`src/logic/fperr_pkg.sv`:
```
// Package of constants and types for the floating-point error signalling unit.
package fperr_pkg;

  localparam int unsigned FLAG_W = 6;
  localparam logic [7:0] NUMERIC_VECTOR = 8'h10;
  localparam logic [7:0] DNA_VECTOR = 8'h07;
  localparam logic [7:0] ALIGN_VECTOR = 8'h0D;
  localparam logic [9:0] LEGACY16_BYTES = 10'h05E;
  localparam logic [9:0] LEGACY32_BYTES = 10'h06C;
  localparam logic [9:0] EXTENDED_BYTES = 10'h200;
  localparam logic [3:0] EXT_ALIGN_MASK = 4'hF;
  localparam logic [FLAG_W-1:0] FLAGS_RESET = 6'h00;
  localparam logic [FLAG_W-1:0] MASKS_RESET = 6'h3F;
  localparam logic [2:0] TAG_LEGACY_FMT = 3'h0;
  localparam logic [2:0] TAG_EXTENDED_FMT = 3'h1;

  typedef enum logic [3:0] {
    FPERR_OP_NONE = 4'h0,
    FPERR_OP_ARITH = 4'h1,
    FPERR_OP_WAIT = 4'h2,
    FPERR_OP_NOWAIT = 4'h3,
    FPERR_OP_LSAVE = 4'h4,
    FPERR_OP_LSAVE_NW = 4'h5,
    FPERR_OP_LRESTORE = 4'h6,
    FPERR_OP_XSAVE = 4'h7,
    FPERR_OP_XRESTORE = 4'h8,
    FPERR_OP_CLEAR = 4'h9
  } fperr_op_e;

  typedef enum logic [1:0] {
    FPERR_ST_IDLE = 2'h0,
    FPERR_ST_PULSE = 2'h1
  } fperr_state_e;

endpackage

```
`src/logic/fperr_if.sv`:
```
// Interface carrying a decoded instruction from the top to the image sizer.
interface fperr_if;
  logic valid;
  fperr_pkg::fperr_op_e op;
  logic mode32;
  logic [31:0] addr;
  logic [9:0] bytes;
  logic [2:0] tag_fmt;
  logic misaligned;
  modport src (output valid, output op, output mode32, output addr,
               input bytes, input tag_fmt, input misaligned);
  modport sink (input valid, input op, input mode32, input addr,
                output bytes, output tag_fmt, output misaligned);
endinterface

```
`src/logic/fperr_image.sv`:
```
// Combinational sizer for state save and restore memory images.
module fperr_image (
  fperr_if.sink req
);

  always_comb begin
    req.bytes = 10'h000;
    req.tag_fmt = fperr_pkg::TAG_LEGACY_FMT;
    req.misaligned = 1'b0;
    case (req.op)
      fperr_pkg::FPERR_OP_LSAVE, fperr_pkg::FPERR_OP_LSAVE_NW,
      fperr_pkg::FPERR_OP_LRESTORE: begin
        req.bytes = req.mode32 ? fperr_pkg::LEGACY32_BYTES
                               : fperr_pkg::LEGACY16_BYTES;
      end
      fperr_pkg::FPERR_OP_XSAVE, fperr_pkg::FPERR_OP_XRESTORE: begin
        req.bytes = fperr_pkg::EXTENDED_BYTES;
        req.tag_fmt = fperr_pkg::TAG_EXTENDED_FMT;
        req.misaligned = req.valid &&
          ((req.addr[3:0] & fperr_pkg::EXT_ALIGN_MASK) != 4'h0);
      end
      default: begin
        req.bytes = 10'h000;
      end
    endcase
  end

endmodule

```
`src/logic/fperr_unit.sv`:
```
// Floating-point error recording, delivery and state save control.
//
// Function
// - Unmasked exception is recorded and drives the active-low error output.
// - Pending error is taken at next wait or float instruction, vector 16.
// - No-wait instructions run without the interrupt; error stays pending except after a no-wait save.
// - Native enable bit set selects internal vector 16 delivery.
// - Error output asserts on unmasked exceptions whatever native enable is.
// - In native mode no-wait instructions never take vector 16.
// - Legacy no-wait save with pending error pulses the error output.
// - Native delivery adds no external delay.
// - Legacy save image is 94 bytes in 16-bit, 108 in 32-bit mode.
// - Extended save image is 512 bytes, float plus SIMD state.
// - Extended save needs 16-byte alignment, else an exception.
// - Extended image uses a different tag word format and field lengths.
// - Legacy save reinitialises the unit; extended save leaves it unchanged.
// - Multiprocessor systems report exceptions only in native mode.
// - Device-not-available fault beats a pending numeric exception.
module fperr_unit (
  input wire logic clk,
  input wire logic rstn,
  input wire logic native_fault_enable,
  input wire logic multiproc,
  input wire logic task_switched,
  input wire logic instr_valid,
  input wire fperr_pkg::fperr_op_e instr_op,
  input wire logic instr_mode32,
  input wire logic [31:0] instr_addr,
  input wire logic [fperr_pkg::FLAG_W-1:0] instr_exc,
  input wire logic [fperr_pkg::FLAG_W-1:0] mask_wdata,
  input wire logic mask_we,
  input wire logic [fperr_pkg::FLAG_W-1:0] clear_flags,
  output logic float_fault_out_n,
  output logic trap_valid,
  output logic [7:0] trap_vector,
  output logic [fperr_pkg::FLAG_W-1:0] status_flags,
  output logic [fperr_pkg::FLAG_W-1:0] mask_bits,
  output logic [9:0] image_bytes,
  output logic [2:0] image_tag_fmt,
  output logic image_go,
  output logic unit_reinit,
  output logic mode_fault
);

  //////////////////////////////////////////////////////////////////////////
  // Decode and image sizing.

  fperr_if img ();

  assign img.valid = instr_valid;
  assign img.op = instr_op;
  assign img.mode32 = instr_mode32;
  assign img.addr = instr_addr;

  fperr_image u_image (
    .req(img.sink)
  );

  function automatic logic is_nowait(input fperr_pkg::fperr_op_e op);
    is_nowait = (op == fperr_pkg::FPERR_OP_NOWAIT) ||
                (op == fperr_pkg::FPERR_OP_LSAVE_NW);
  endfunction

  function automatic logic is_float(input fperr_pkg::fperr_op_e op);
    is_float = (op != fperr_pkg::FPERR_OP_NONE) &&
               (op != fperr_pkg::FPERR_OP_CLEAR);
  endfunction

  //////////////////////////////////////////////////////////////////////////
  // Exception recording.

  logic [fperr_pkg::FLAG_W-1:0] flags_q;
  logic [fperr_pkg::FLAG_W-1:0] flags_d;
  logic [fperr_pkg::FLAG_W-1:0] masks_q;
  logic pending;
  logic dna_hit;
  logic num_hit;
  logic align_hit;
  logic nowait_op;
  logic save_op;
  logic raise;

  assign nowait_op = is_nowait(instr_op);
  assign pending = |(flags_q & ~masks_q);
  assign dna_hit = instr_valid && task_switched && is_float(instr_op) &&
                   (instr_op != fperr_pkg::FPERR_OP_NOWAIT);
  // A pending error stops a waiting instruction before it runs.
  assign num_hit = instr_valid && is_float(instr_op) && !nowait_op &&
                   pending && !dna_hit;
  assign align_hit = img.misaligned && !dna_hit && !num_hit;
  assign raise = instr_valid && (instr_op == fperr_pkg::FPERR_OP_ARITH) &&
                 !dna_hit && !num_hit;
  assign save_op = (instr_op == fperr_pkg::FPERR_OP_LSAVE) ||
                   (instr_op == fperr_pkg::FPERR_OP_LSAVE_NW);

  // New exceptions win over a software clear in the same cycle.
  always_comb begin
    flags_d = flags_q & ~clear_flags;
    if (instr_valid && instr_op == fperr_pkg::FPERR_OP_CLEAR) begin
      flags_d = fperr_pkg::FLAGS_RESET;
    end
    if (instr_valid && save_op && !dna_hit && !num_hit) begin
      flags_d = fperr_pkg::FLAGS_RESET;
    end
    if (raise) begin
      flags_d = flags_d | instr_exc;
    end
  end

  always_ff @(posedge clk) begin
    if (!rstn) begin
      flags_q <= fperr_pkg::FLAGS_RESET;
    end else begin
      flags_q <= flags_d;
    end
  end

  always_ff @(posedge clk) begin
    if (!rstn) begin
      masks_q <= fperr_pkg::MASKS_RESET;
    end else if (mask_we) begin
      masks_q <= mask_wdata;
    end else if (instr_valid && save_op && !dna_hit && !num_hit) begin
      masks_q <= fperr_pkg::MASKS_RESET;
    end
  end

  //////////////////////////////////////////////////////////////////////////
  // Error output, with a short pulse when a no-wait save meets a pending
  // error; the pending state itself is cleared by that save.

  fperr_pkg::fperr_state_e state_q;
  logic pulse_start;

  assign pulse_start = instr_valid &&
    (instr_op == fperr_pkg::FPERR_OP_LSAVE_NW) && pending && !dna_hit;

  always_ff @(posedge clk) begin
    if (!rstn) begin
      state_q <= fperr_pkg::FPERR_ST_IDLE;
    end else begin
      case (state_q)
        fperr_pkg::FPERR_ST_IDLE: begin
          if (pulse_start) begin
            state_q <= fperr_pkg::FPERR_ST_PULSE;
          end
        end
        fperr_pkg::FPERR_ST_PULSE: begin
          state_q <= fperr_pkg::FPERR_ST_IDLE;
        end
        default: begin
          state_q <= fperr_pkg::FPERR_ST_IDLE;
        end
      endcase
    end
  end

  // Driven regardless of native enable, at the same point in both modes.
  always_ff @(posedge clk) begin
    if (!rstn) begin
      float_fault_out_n <= 1'b1;
    end else begin
      float_fault_out_n <= !((|(flags_d & ~masks_q)) || pulse_start);
    end
  end

  //////////////////////////////////////////////////////////////////////////
  // Trap delivery; vector 16 is raised inside the unit with no added
  // latency, so in native mode it can never drift into later code.

  always_ff @(posedge clk) begin
    if (!rstn) begin
      trap_valid <= 1'b0;
      trap_vector <= 8'h00;
    end else begin
      trap_valid <= 1'b0;
      trap_vector <= 8'h00;
      if (dna_hit) begin
        trap_valid <= 1'b1;
        trap_vector <= fperr_pkg::DNA_VECTOR;
      end else if (num_hit && native_fault_enable) begin
        trap_valid <= 1'b1;
        trap_vector <= fperr_pkg::NUMERIC_VECTOR;
      end else if (align_hit) begin
        trap_valid <= 1'b1;
        trap_vector <= fperr_pkg::ALIGN_VECTOR;
      end
    end
  end

  // Compatibility mode is refused on a multiprocessor system; the routing
  // of the error line to an interrupt controller is the system's concern.
  always_ff @(posedge clk) begin
    if (!rstn) begin
      mode_fault <= 1'b0;
    end else begin
      mode_fault <= multiproc && !native_fault_enable;
    end
  end

  //////////////////////////////////////////////////////////////////////////
  // Image transfer control.

  always_ff @(posedge clk) begin
    if (!rstn) begin
      image_go <= 1'b0;
      image_bytes <= 10'h000;
      image_tag_fmt <= fperr_pkg::TAG_LEGACY_FMT;
      unit_reinit <= 1'b0;
    end else begin
      image_go <= instr_valid && (img.bytes != 10'h000) &&
                  !dna_hit && !num_hit && !align_hit;
      image_bytes <= img.bytes;
      image_tag_fmt <= img.tag_fmt;
      unit_reinit <= instr_valid && save_op && !dna_hit && !num_hit;
    end
  end

  always_ff @(posedge clk) begin
    if (!rstn) begin
      status_flags <= fperr_pkg::FLAGS_RESET;
      mask_bits <= fperr_pkg::MASKS_RESET;
    end else begin
      status_flags <= flags_d;
      mask_bits <= masks_q;
    end
  end

endmodule

```
`config.mk`:
```
export PLATFORM = sky130hd
export DESIGN_NAME = fperr_unit
export DESIGN_NICKNAME = d
export VERILOG_FILES = /design/src/logic/fperr_pkg.sv /design/src/logic/fperr_if.sv /design/src/logic/fperr_image.sv /design/src/logic/fperr_unit.sv
export SDC_FILE = /design/constraint.sdc
export NUM_CORES = 1
export LEC_CHECK = 0
export BUFFER_PORTS_ARGS = -buffer_cell sky130_fd_sc_hd__clkbuf_2
export CAP_MARGIN = 20
export CORE_ASPECT_RATIO = 1.25
export CORE_UTILIZATION = 37
export DETAILED_ROUTE_END_ITERATION = 8
export GPL_ROUTABILITY_DRIVEN = 0
export GPL_TIMING_DRIVEN = 0
export PLACE_DENSITY = 0.75
export SLEW_MARGIN = 20
export SYNTH_ARGS = -nofsm -noshare
export SYNTH_HDL_FRONTEND = slang
export SYNTH_SLANG_ARGS = --single-unit
```
`constraint.sdc`:
```
create_clock -name clk -period 1.7 [get_ports clk]
set_clock_uncertainty 0.1 [all_clocks]
set_input_delay 0 -clock clk [delete_from_list [all_inputs] [get_ports clk]]
set_output_delay 0 -clock clk [all_outputs]
set_load 0.02 [all_outputs]
```
==> flow_metrics.py, run 1 <==
metrics = {
    "floorplanning": {
        "initial_core_util_pct": 39.3,
        "io-pin-count": 100,
        "num_rows": 25,
        "die_h_um": 73.2,
        "die_area_um2": 4310,
        "core_um2": 3820,
        "die_w_um": 59.0,
    },
    "timing": {
        "setup_viol": 3,
        "finalHoldViolCount": 0,
        "fin_crit_ns": 1.71,
        "rsz0062_at_grt": "true",
        "finalMaxSlewViolations": 0,
        "min_period_over_period_pct": 100,
        "fin_ws_ns": -0.00520,
        "fmax_mhz": 586,
        "whs_ns": 0.00860,
    },
    "global_routing": {
        "grt_antenna_before_repair": 0,
        "grt_overflow": 0,
        "grt_pass1_wl_mm": 5.89,
        "grt_pass1_vias": 1392,
        "grtUsageTotal_pct": 18.6,
        "grt_max_degree": 11,
    },
    "worst_setup_path": {
        "path_class": "register to register",
        "crit_family": "simple AND/OR/NAND/NOR gates",
        "critPathRequiredTime_ns": 1.76,
        "cpPeakStageDelay_ns": 0.55,
        "path_buf_inv": 1,
        "crit_fanout": 4,
        "critPathSlowestCell": "or4_4",
        "start_kind": "register",
        "path_cells": "inv_2 -> o22ai_4 -> or4_4 -> and3b_4 -> a32oi_1 -> nor2_1",
        "crit_path_end_kind": "register",
        "worst_ep_arrival_time_ns": 1.77,
    },
    "cts": {
        "cts_buffer_depth": 2,
        "cts.clk_slew.worst_paths_ns": 0.07,
        "cts_tree": "done",
        "htree_levels": 2,
        "clk_latency_ns": 0.29,
        "cts_made_buffers": 5,
        "cts_root_buf": "clkbuf_8",
        "cts.sinks": 32,
    },
    "pwr": {
        "comb_power_share_pct": 15.7,
        "intPower_w": 0.00135,
        "vdd_ir_drop_max_uv": 555,
        "p_seq_share_pct": 44.5,
        "switching_share_pct": 24.2,
        "p_per_area_nw_per_um2": 761,
        "p_leak_nw": 1.07,
        "p_sw_w": 0.000430,
        "clockPowerShare_pct": 39.8,
    },
    "layout": {
        "diodes": 0,
        "seq_area_um2": 656,
        "multi_input_area_um2": 733,
        "areaGrowthSynthToFinish_pct": 55.5,
        "fin_nets": 328,
        "utilization_pct": 61.1,
        "drive_gt1_share_pct": 41.9,
        "fillers": 325,
    },
    "placement": {
        "port_buffers": 60,
        "post-dp-hpwl_mm": 2.70,
    },
    "outcome": {
        "status": "finished, violations left",
        "violations": "negative setup slack",
    },
    "drt": {
        "ant_nets": 0,
        "drc": 0,
        "drtIter0Drc": 36,
        "dr.pass1.iters": 4,
        "drt-wirelength-per-cell_um": 11.7,
        "finalWirelength_mm": 3.74,
        "via_per_inst": 4.69,
        "vias": 1507,
    },
    "yosys": {
        "ys_ff_latch": 32,
        "synth-edff-count": 0,
        "ys_warn_count": 0,
        "netlist_area_um2": 1500,
        "async_flop_share_pct": 0,
        "yosysUniqueCellTypes": 48,
        "synth_area_per_cell_um2": 9.15,
        "synth_cells": 164,
        "ys_seq_area_share_pct": 42.7,
        "synthFlopType": "dfxtp_1",
    },
    "run": {
        "drv_cap": 0,
    },
    "min_path": {
        "hp-class": "input port to register",
    },
}
[kinds of logic after synthesis]
| logic type | synth area share (%) |
|---|---|
| DFF | 42.7 |
| other | 0.250 |
| xor gates and xnor gates | 0.584 |
| AOI/OAI and AO/OA | 19.6 |
| and+or+nand+nor | 24.0 |
| buffers and inverters | 12.8 |
[power by group through the flow]
stage	logic (W)	clock network [W]	registers, W
2_1_floorplan	0.000130	0	0.000822
3_3_place_gp	0.000227	0	0.000805
3_5_place_dp	0.000230	0	0.000805
4_1_cts	0.000275	0.000721	0.000791
5_1_grt	0.000302	0.000745	0.000793
6_report	0.000278	0.000707	0.000792
[layer usage]
metal  up-vias  global-route usage, %  wire length [um]
li1        762                      -                 -
met1       676                   18.4              1560
met2        62                   35.5              1910
met3         7                   4.79               217
met4         0                   7.94                59
met5         -                      0                 0
[stage by stage]
| stage | power (W) | setup TNS (ns) | instances | instance area, um2 | worst slack (ns) |
|---|---|---|---|---|---|
| after floorplan | 0.000951 | 0 | 171 | 1530 | 0.00388 |
| final | 0.00178 | -0.00746 | 321 | 2330 | -0.00520 |
| after global placement | 0.00103 | -1.53 | 285 | 1900 | -0.161 |
| after CTS | 0.00179 | -0.140 | 322 | 2330 | -0.0268 |
| after global routing | 0.00184 | -0.533 | 321 | 2330 | -0.0619 |
| after detailed placement | 0.00103 | -1.91 | 285 | 1900 | -0.189 |
[state kept, by name, summed over array words and instances (netlist names), 4 cells and up]
register / flops
image_bytes: 4
mask_bits: 6
masks_q: 6
status_flags: 6
trap_vector: 4
[layout make-up]
class                      count  share of cell area, %
timing repair buffer          89                   24.9
multi-input combinational    104                   31.4
inverter                      18                   2.90
buffer                        16                   5.20
clock buffer                   6                   3.11
sequential                    32                   28.1
tap                           54                   2.90
clock inverter                 2                   1.50
[Yosys cell counts (2+ instances only)]
cell type | n | share of area, %
a21oi_1 | 8 | 2.7
a32oi_1 | 4 | 2.3
and2_1 | 3 | 1.3
and3_1 | 3 | 1.3
buf_4 | 12 | 6.0
buf_6 | 2 | 1.5
clkbuf_1 | 2 | 0.50
dfxtp_1 | 32 | 43
inv_1 | 18 | 4.5
nand2_1 | 8 | 2.0
nand2b_1 | 5 | 2.1
nand3_1 | 3 | 1.0
nor2_1 | 9 | 2.3
nor2b_1 | 3 | 1.3
nor3_1 | 7 | 2.3
nor3b_1 | 2 | 1.0
o211ai_1 | 4 | 2.0
o22a_1 | 6 | 3.5
o22ai_1 | 3 | 1.3
or3_1 | 2 | 0.83
[worst register-to-register path, cell delays in order (launching register included)]
cell,delay [ns]
dfxtp_2,0.32
inv_2,0.07
o22ai_4,0.07
or4_4,0.55
and3b_4,0.22
a32oi_1,0.19
nor2_1,0.05
[cells in the final DEF, fill, tap and decap left out, types with 2 or more instances in the layout]
cell type	count
nand3_1	3
buf_4	16
and3_1	3
a21oi_1	8
clkbuf_8	5
nor2_1	9
nand2_1	8
o22a_1	6
o211ai_1	4
dfxtp_2	9
or3_1	2
dlygate4sd3_1	25
nor2b_1	3
dfxtp_1	22
a32oi_1	4
nor3_1	6
buf_6	2
conb_1	8
and2_1	3
clkbuf_2	60
nor3b_1	2
inv_1	16
inv_2	2
clkbuf_1	2
nand2b_1	5
o22ai_2	2
[final timing paths]
kind	startpoint	to	slack, ns	depth (start not counted)
setup / recovery	status_flags[0]	status_flags[5]	-0.005	6
hold / removal	mask_we	masks_q[5]	0.009	3
setup reg to reg	status_flags[0]	status_flags[5]	-0.005	6
hold reg to reg	masks_q[4]	mask_bits[4]	0.38	1
[what timing repair did]
action / in CTS / in global routing
cloned: 0 / 0
endpoints found under the setup margin: 15 / 16
hold endpoints to repair: 22 / 0
gates resized for setup: 11 / 2
pin swaps: 6 / 7
hold buffers: 25 / 0
setup buffers: 4 / 0
(Power assumes the default switching activity.)
==> inputs of run 2 (changes only) <==
- TNS_END_PERCENT: default -> 50
==> flow_metrics.py, run 2 (synthesis gave the netlist of run 1 again) <==
metrics = {
    "worst_setup_path": {
        "critPathSlowestCell": "or4_4",
        "cpPeakStageDelay_ns": 0.56,
        "r2r_start": "status_flags[0]",
        "r2r_setup_slack_ns": -0.03,
        "path_cells": "inv_2 -> o22ai_2 -> or4_4 -> and3b_4 -> a32oi_1 -> nor2_1",
        "critPathRequiredTime_ns": 1.76,
        "start_kind": "register",
        "r2r_cells": 6,
        "path_buf_inv": 1,
        "crit_family": "simple AND/OR/NAND/NOR gates",
        "worst_ep_arrival_time_ns": 1.79,
        "path_class": "register to register",
        "r2r_end": "status_flags[1]",
        "crit_path_end_kind": "register",
        "crit_fanout": 4,
    },
    "global_routing": {
        "grtUsageTotal_pct": 18.3,
        "grt_antenna_before_repair": 0,
        "grt_pass1_vias": 1372,
        "grt_pass1_wl_mm": 5.82,
        "grt_overflow": 0,
        "grt_max_degree": 11,
    },
    "layout": {
        "multi_input_area_um2": 736,
        "reg_top3": "mask_bits (6), masks_q (6), status_flags (6)",
        "fin_nets": 327,
        "drive_gt1_share_pct": 42.5,
        "areaGrowthSynthToFinish_pct": 55.2,
        "fillers": 327,
        "final_cells": 320,
        "diodes": 0,
        "seq_area_um2": 656,
        "utilization_pct": 61.0,
        "layout_commonest_cell": "clkbuf_2",
        "final_cell_mix": "clkbuf_2, dlygate4sd3_1, dfxtp_1",
    },
    "floorplanning": {
        "core_um2": 3820,
        "die_area_um2": 4310,
        "io-pin-count": 100,
        "die_w_um": 59.0,
        "num_rows": 25,
        "die_h_um": 73.2,
        "initial_core_util_pct": 39.3,
    },
    "drt": {
        "drt-wirelength-per-cell_um": 11.7,
        "vias": 1498,
        "drc": 0,
        "drtIter0Drc": 41,
        "ant_nets": 0,
        "dr.pass1.iters": 4,
        "finalWirelength_mm": 3.74,
        "via_per_inst": 4.68,
    },
    "pwr": {
        "vdd_ir_drop_max_uv": 554,
        "p_leak_nw": 1.06,
        "p_total_w": 0.00178,
        "p_per_area_nw_per_um2": 763,
    },
    "timing": {
        "fmax_mhz": 577,
        "finalMaxSlewViolations": 0,
        "fin_crit_ns": 1.73,
        "finalHoldViolCount": 0,
        "fin_ws_ns": -0.0331,
        "min_period_over_period_pct": 102,
        "setup_viol": 3,
        "whs_ns": 0.000644,
        "rsz0062_at_grt": "true",
    },
    "placement": {
        "placed_cells": 285,
        "port_buffers": 60,
        "post-dp-hpwl_mm": 2.70,
    },
    "cts": {
        "cts_tree": "done",
        "cts_root_buf": "clkbuf_8",
        "clk_latency_ns": 0.29,
        "htree_levels": 2,
        "cts_made_buffers": 5,
        "cts.sinks": 32,
        "cts_buffer_depth": 2,
        "cts.clk_slew.worst_paths_ns": 0.07,
    },
    "min_path": {
        "hp-class": "input port to register",
        "whs_endpoint": "masks_q[5]",
        "hold_path_depth": 3,
        "min_from": "mask_we",
    },
    "outcome": {
        "status": "finished, violations left",
        "violations": "negative setup slack",
    },
    "run": {
        "drv_cap": 0,
    },
}
[run 2: changes by cell type in the layout (fill, tap and decap cells not counted)]
| cell | before | now |
|---|---|---|
| nand3_1 | 3 | 1 |
| nand3_2 | 1 | 3 |
| buf_4 | 16 | 15 |
| o22ai_2 | 2 | 3 |
| o22ai_4 | 1 | 0 |
[run 2: worst max-delay path by stage]
stage	start	endpoint	cells after the start	slack (ns)
2_1_floorplan	instr_op[1]	status_flags[0]	7	0.004
3_3_place_gp	masks_q[0]	masks_q[3]	5	-0.16
3_5_place_dp	masks_q[0]	masks_q[0]	5	-0.19
4_1_cts	status_flags[0]	status_flags[1]	6	-0.03
5_1_grt	status_flags[3]	status_flags[3]	6	-0.08
6_report	status_flags[0]	status_flags[1]	6	-0.03
[run 2: worst min-delay path, delay by kind of cell]
family,cells,cell delay (ns)
buffers and inverters,1,0.10
AOI/OAI and AO/OA,2,0.25
[run 2: power breakdown]
group,total [W],switching (W),internal [W]
clock,0.000708,0.000274,0.000434
sequential,0.000790,0.0000160,0.000774
combinational,0.000278,0.000140,0.000138
[run 2: layout make-up]
class | instances | area share, %
tap | 54 | 2.90
buffer | 16 | 5.21
sequential | 32 | 28.2
clock inverter | 2 | 1.50
multi-input combinational | 104 | 31.6
inverter | 18 | 2.90
clock buffer | 6 | 3.12
timing repair buffer | 88 | 24.6
[run 2: metrics by stage]
stage	TNS (ns)	instance area [um2]	setup WS, ns
after floorplan	0	1530	0.00388
after global placement	-1.53	1900	-0.161
after detailed placement	-1.91	1900	-0.189
after CTS	-0.165	2300	-0.0318
after global routing	-0.620	2330	-0.0797
final	-0.0707	2330	-0.0331
[run 2: timing repair]
action,CTS,global route
endpoints found under the setup margin,15,16
pin swaps,6,5
hold endpoints to repair,22,0
setup buffers,2,1
hold buffers,25,0
gates resized for setup,9,5
[run 2: metal layers]
metal  vias up  routed length [um]  GRT usage (%)  part of all wire (%)
li1        757                   -              -                     -
met3         7                 211           4.79                   5.6
met1       678                1550           18.3                    41
met2        56                1920           34.7                    51
met4         0                  61           7.94                   1.6
met5         -                   0              0                     0
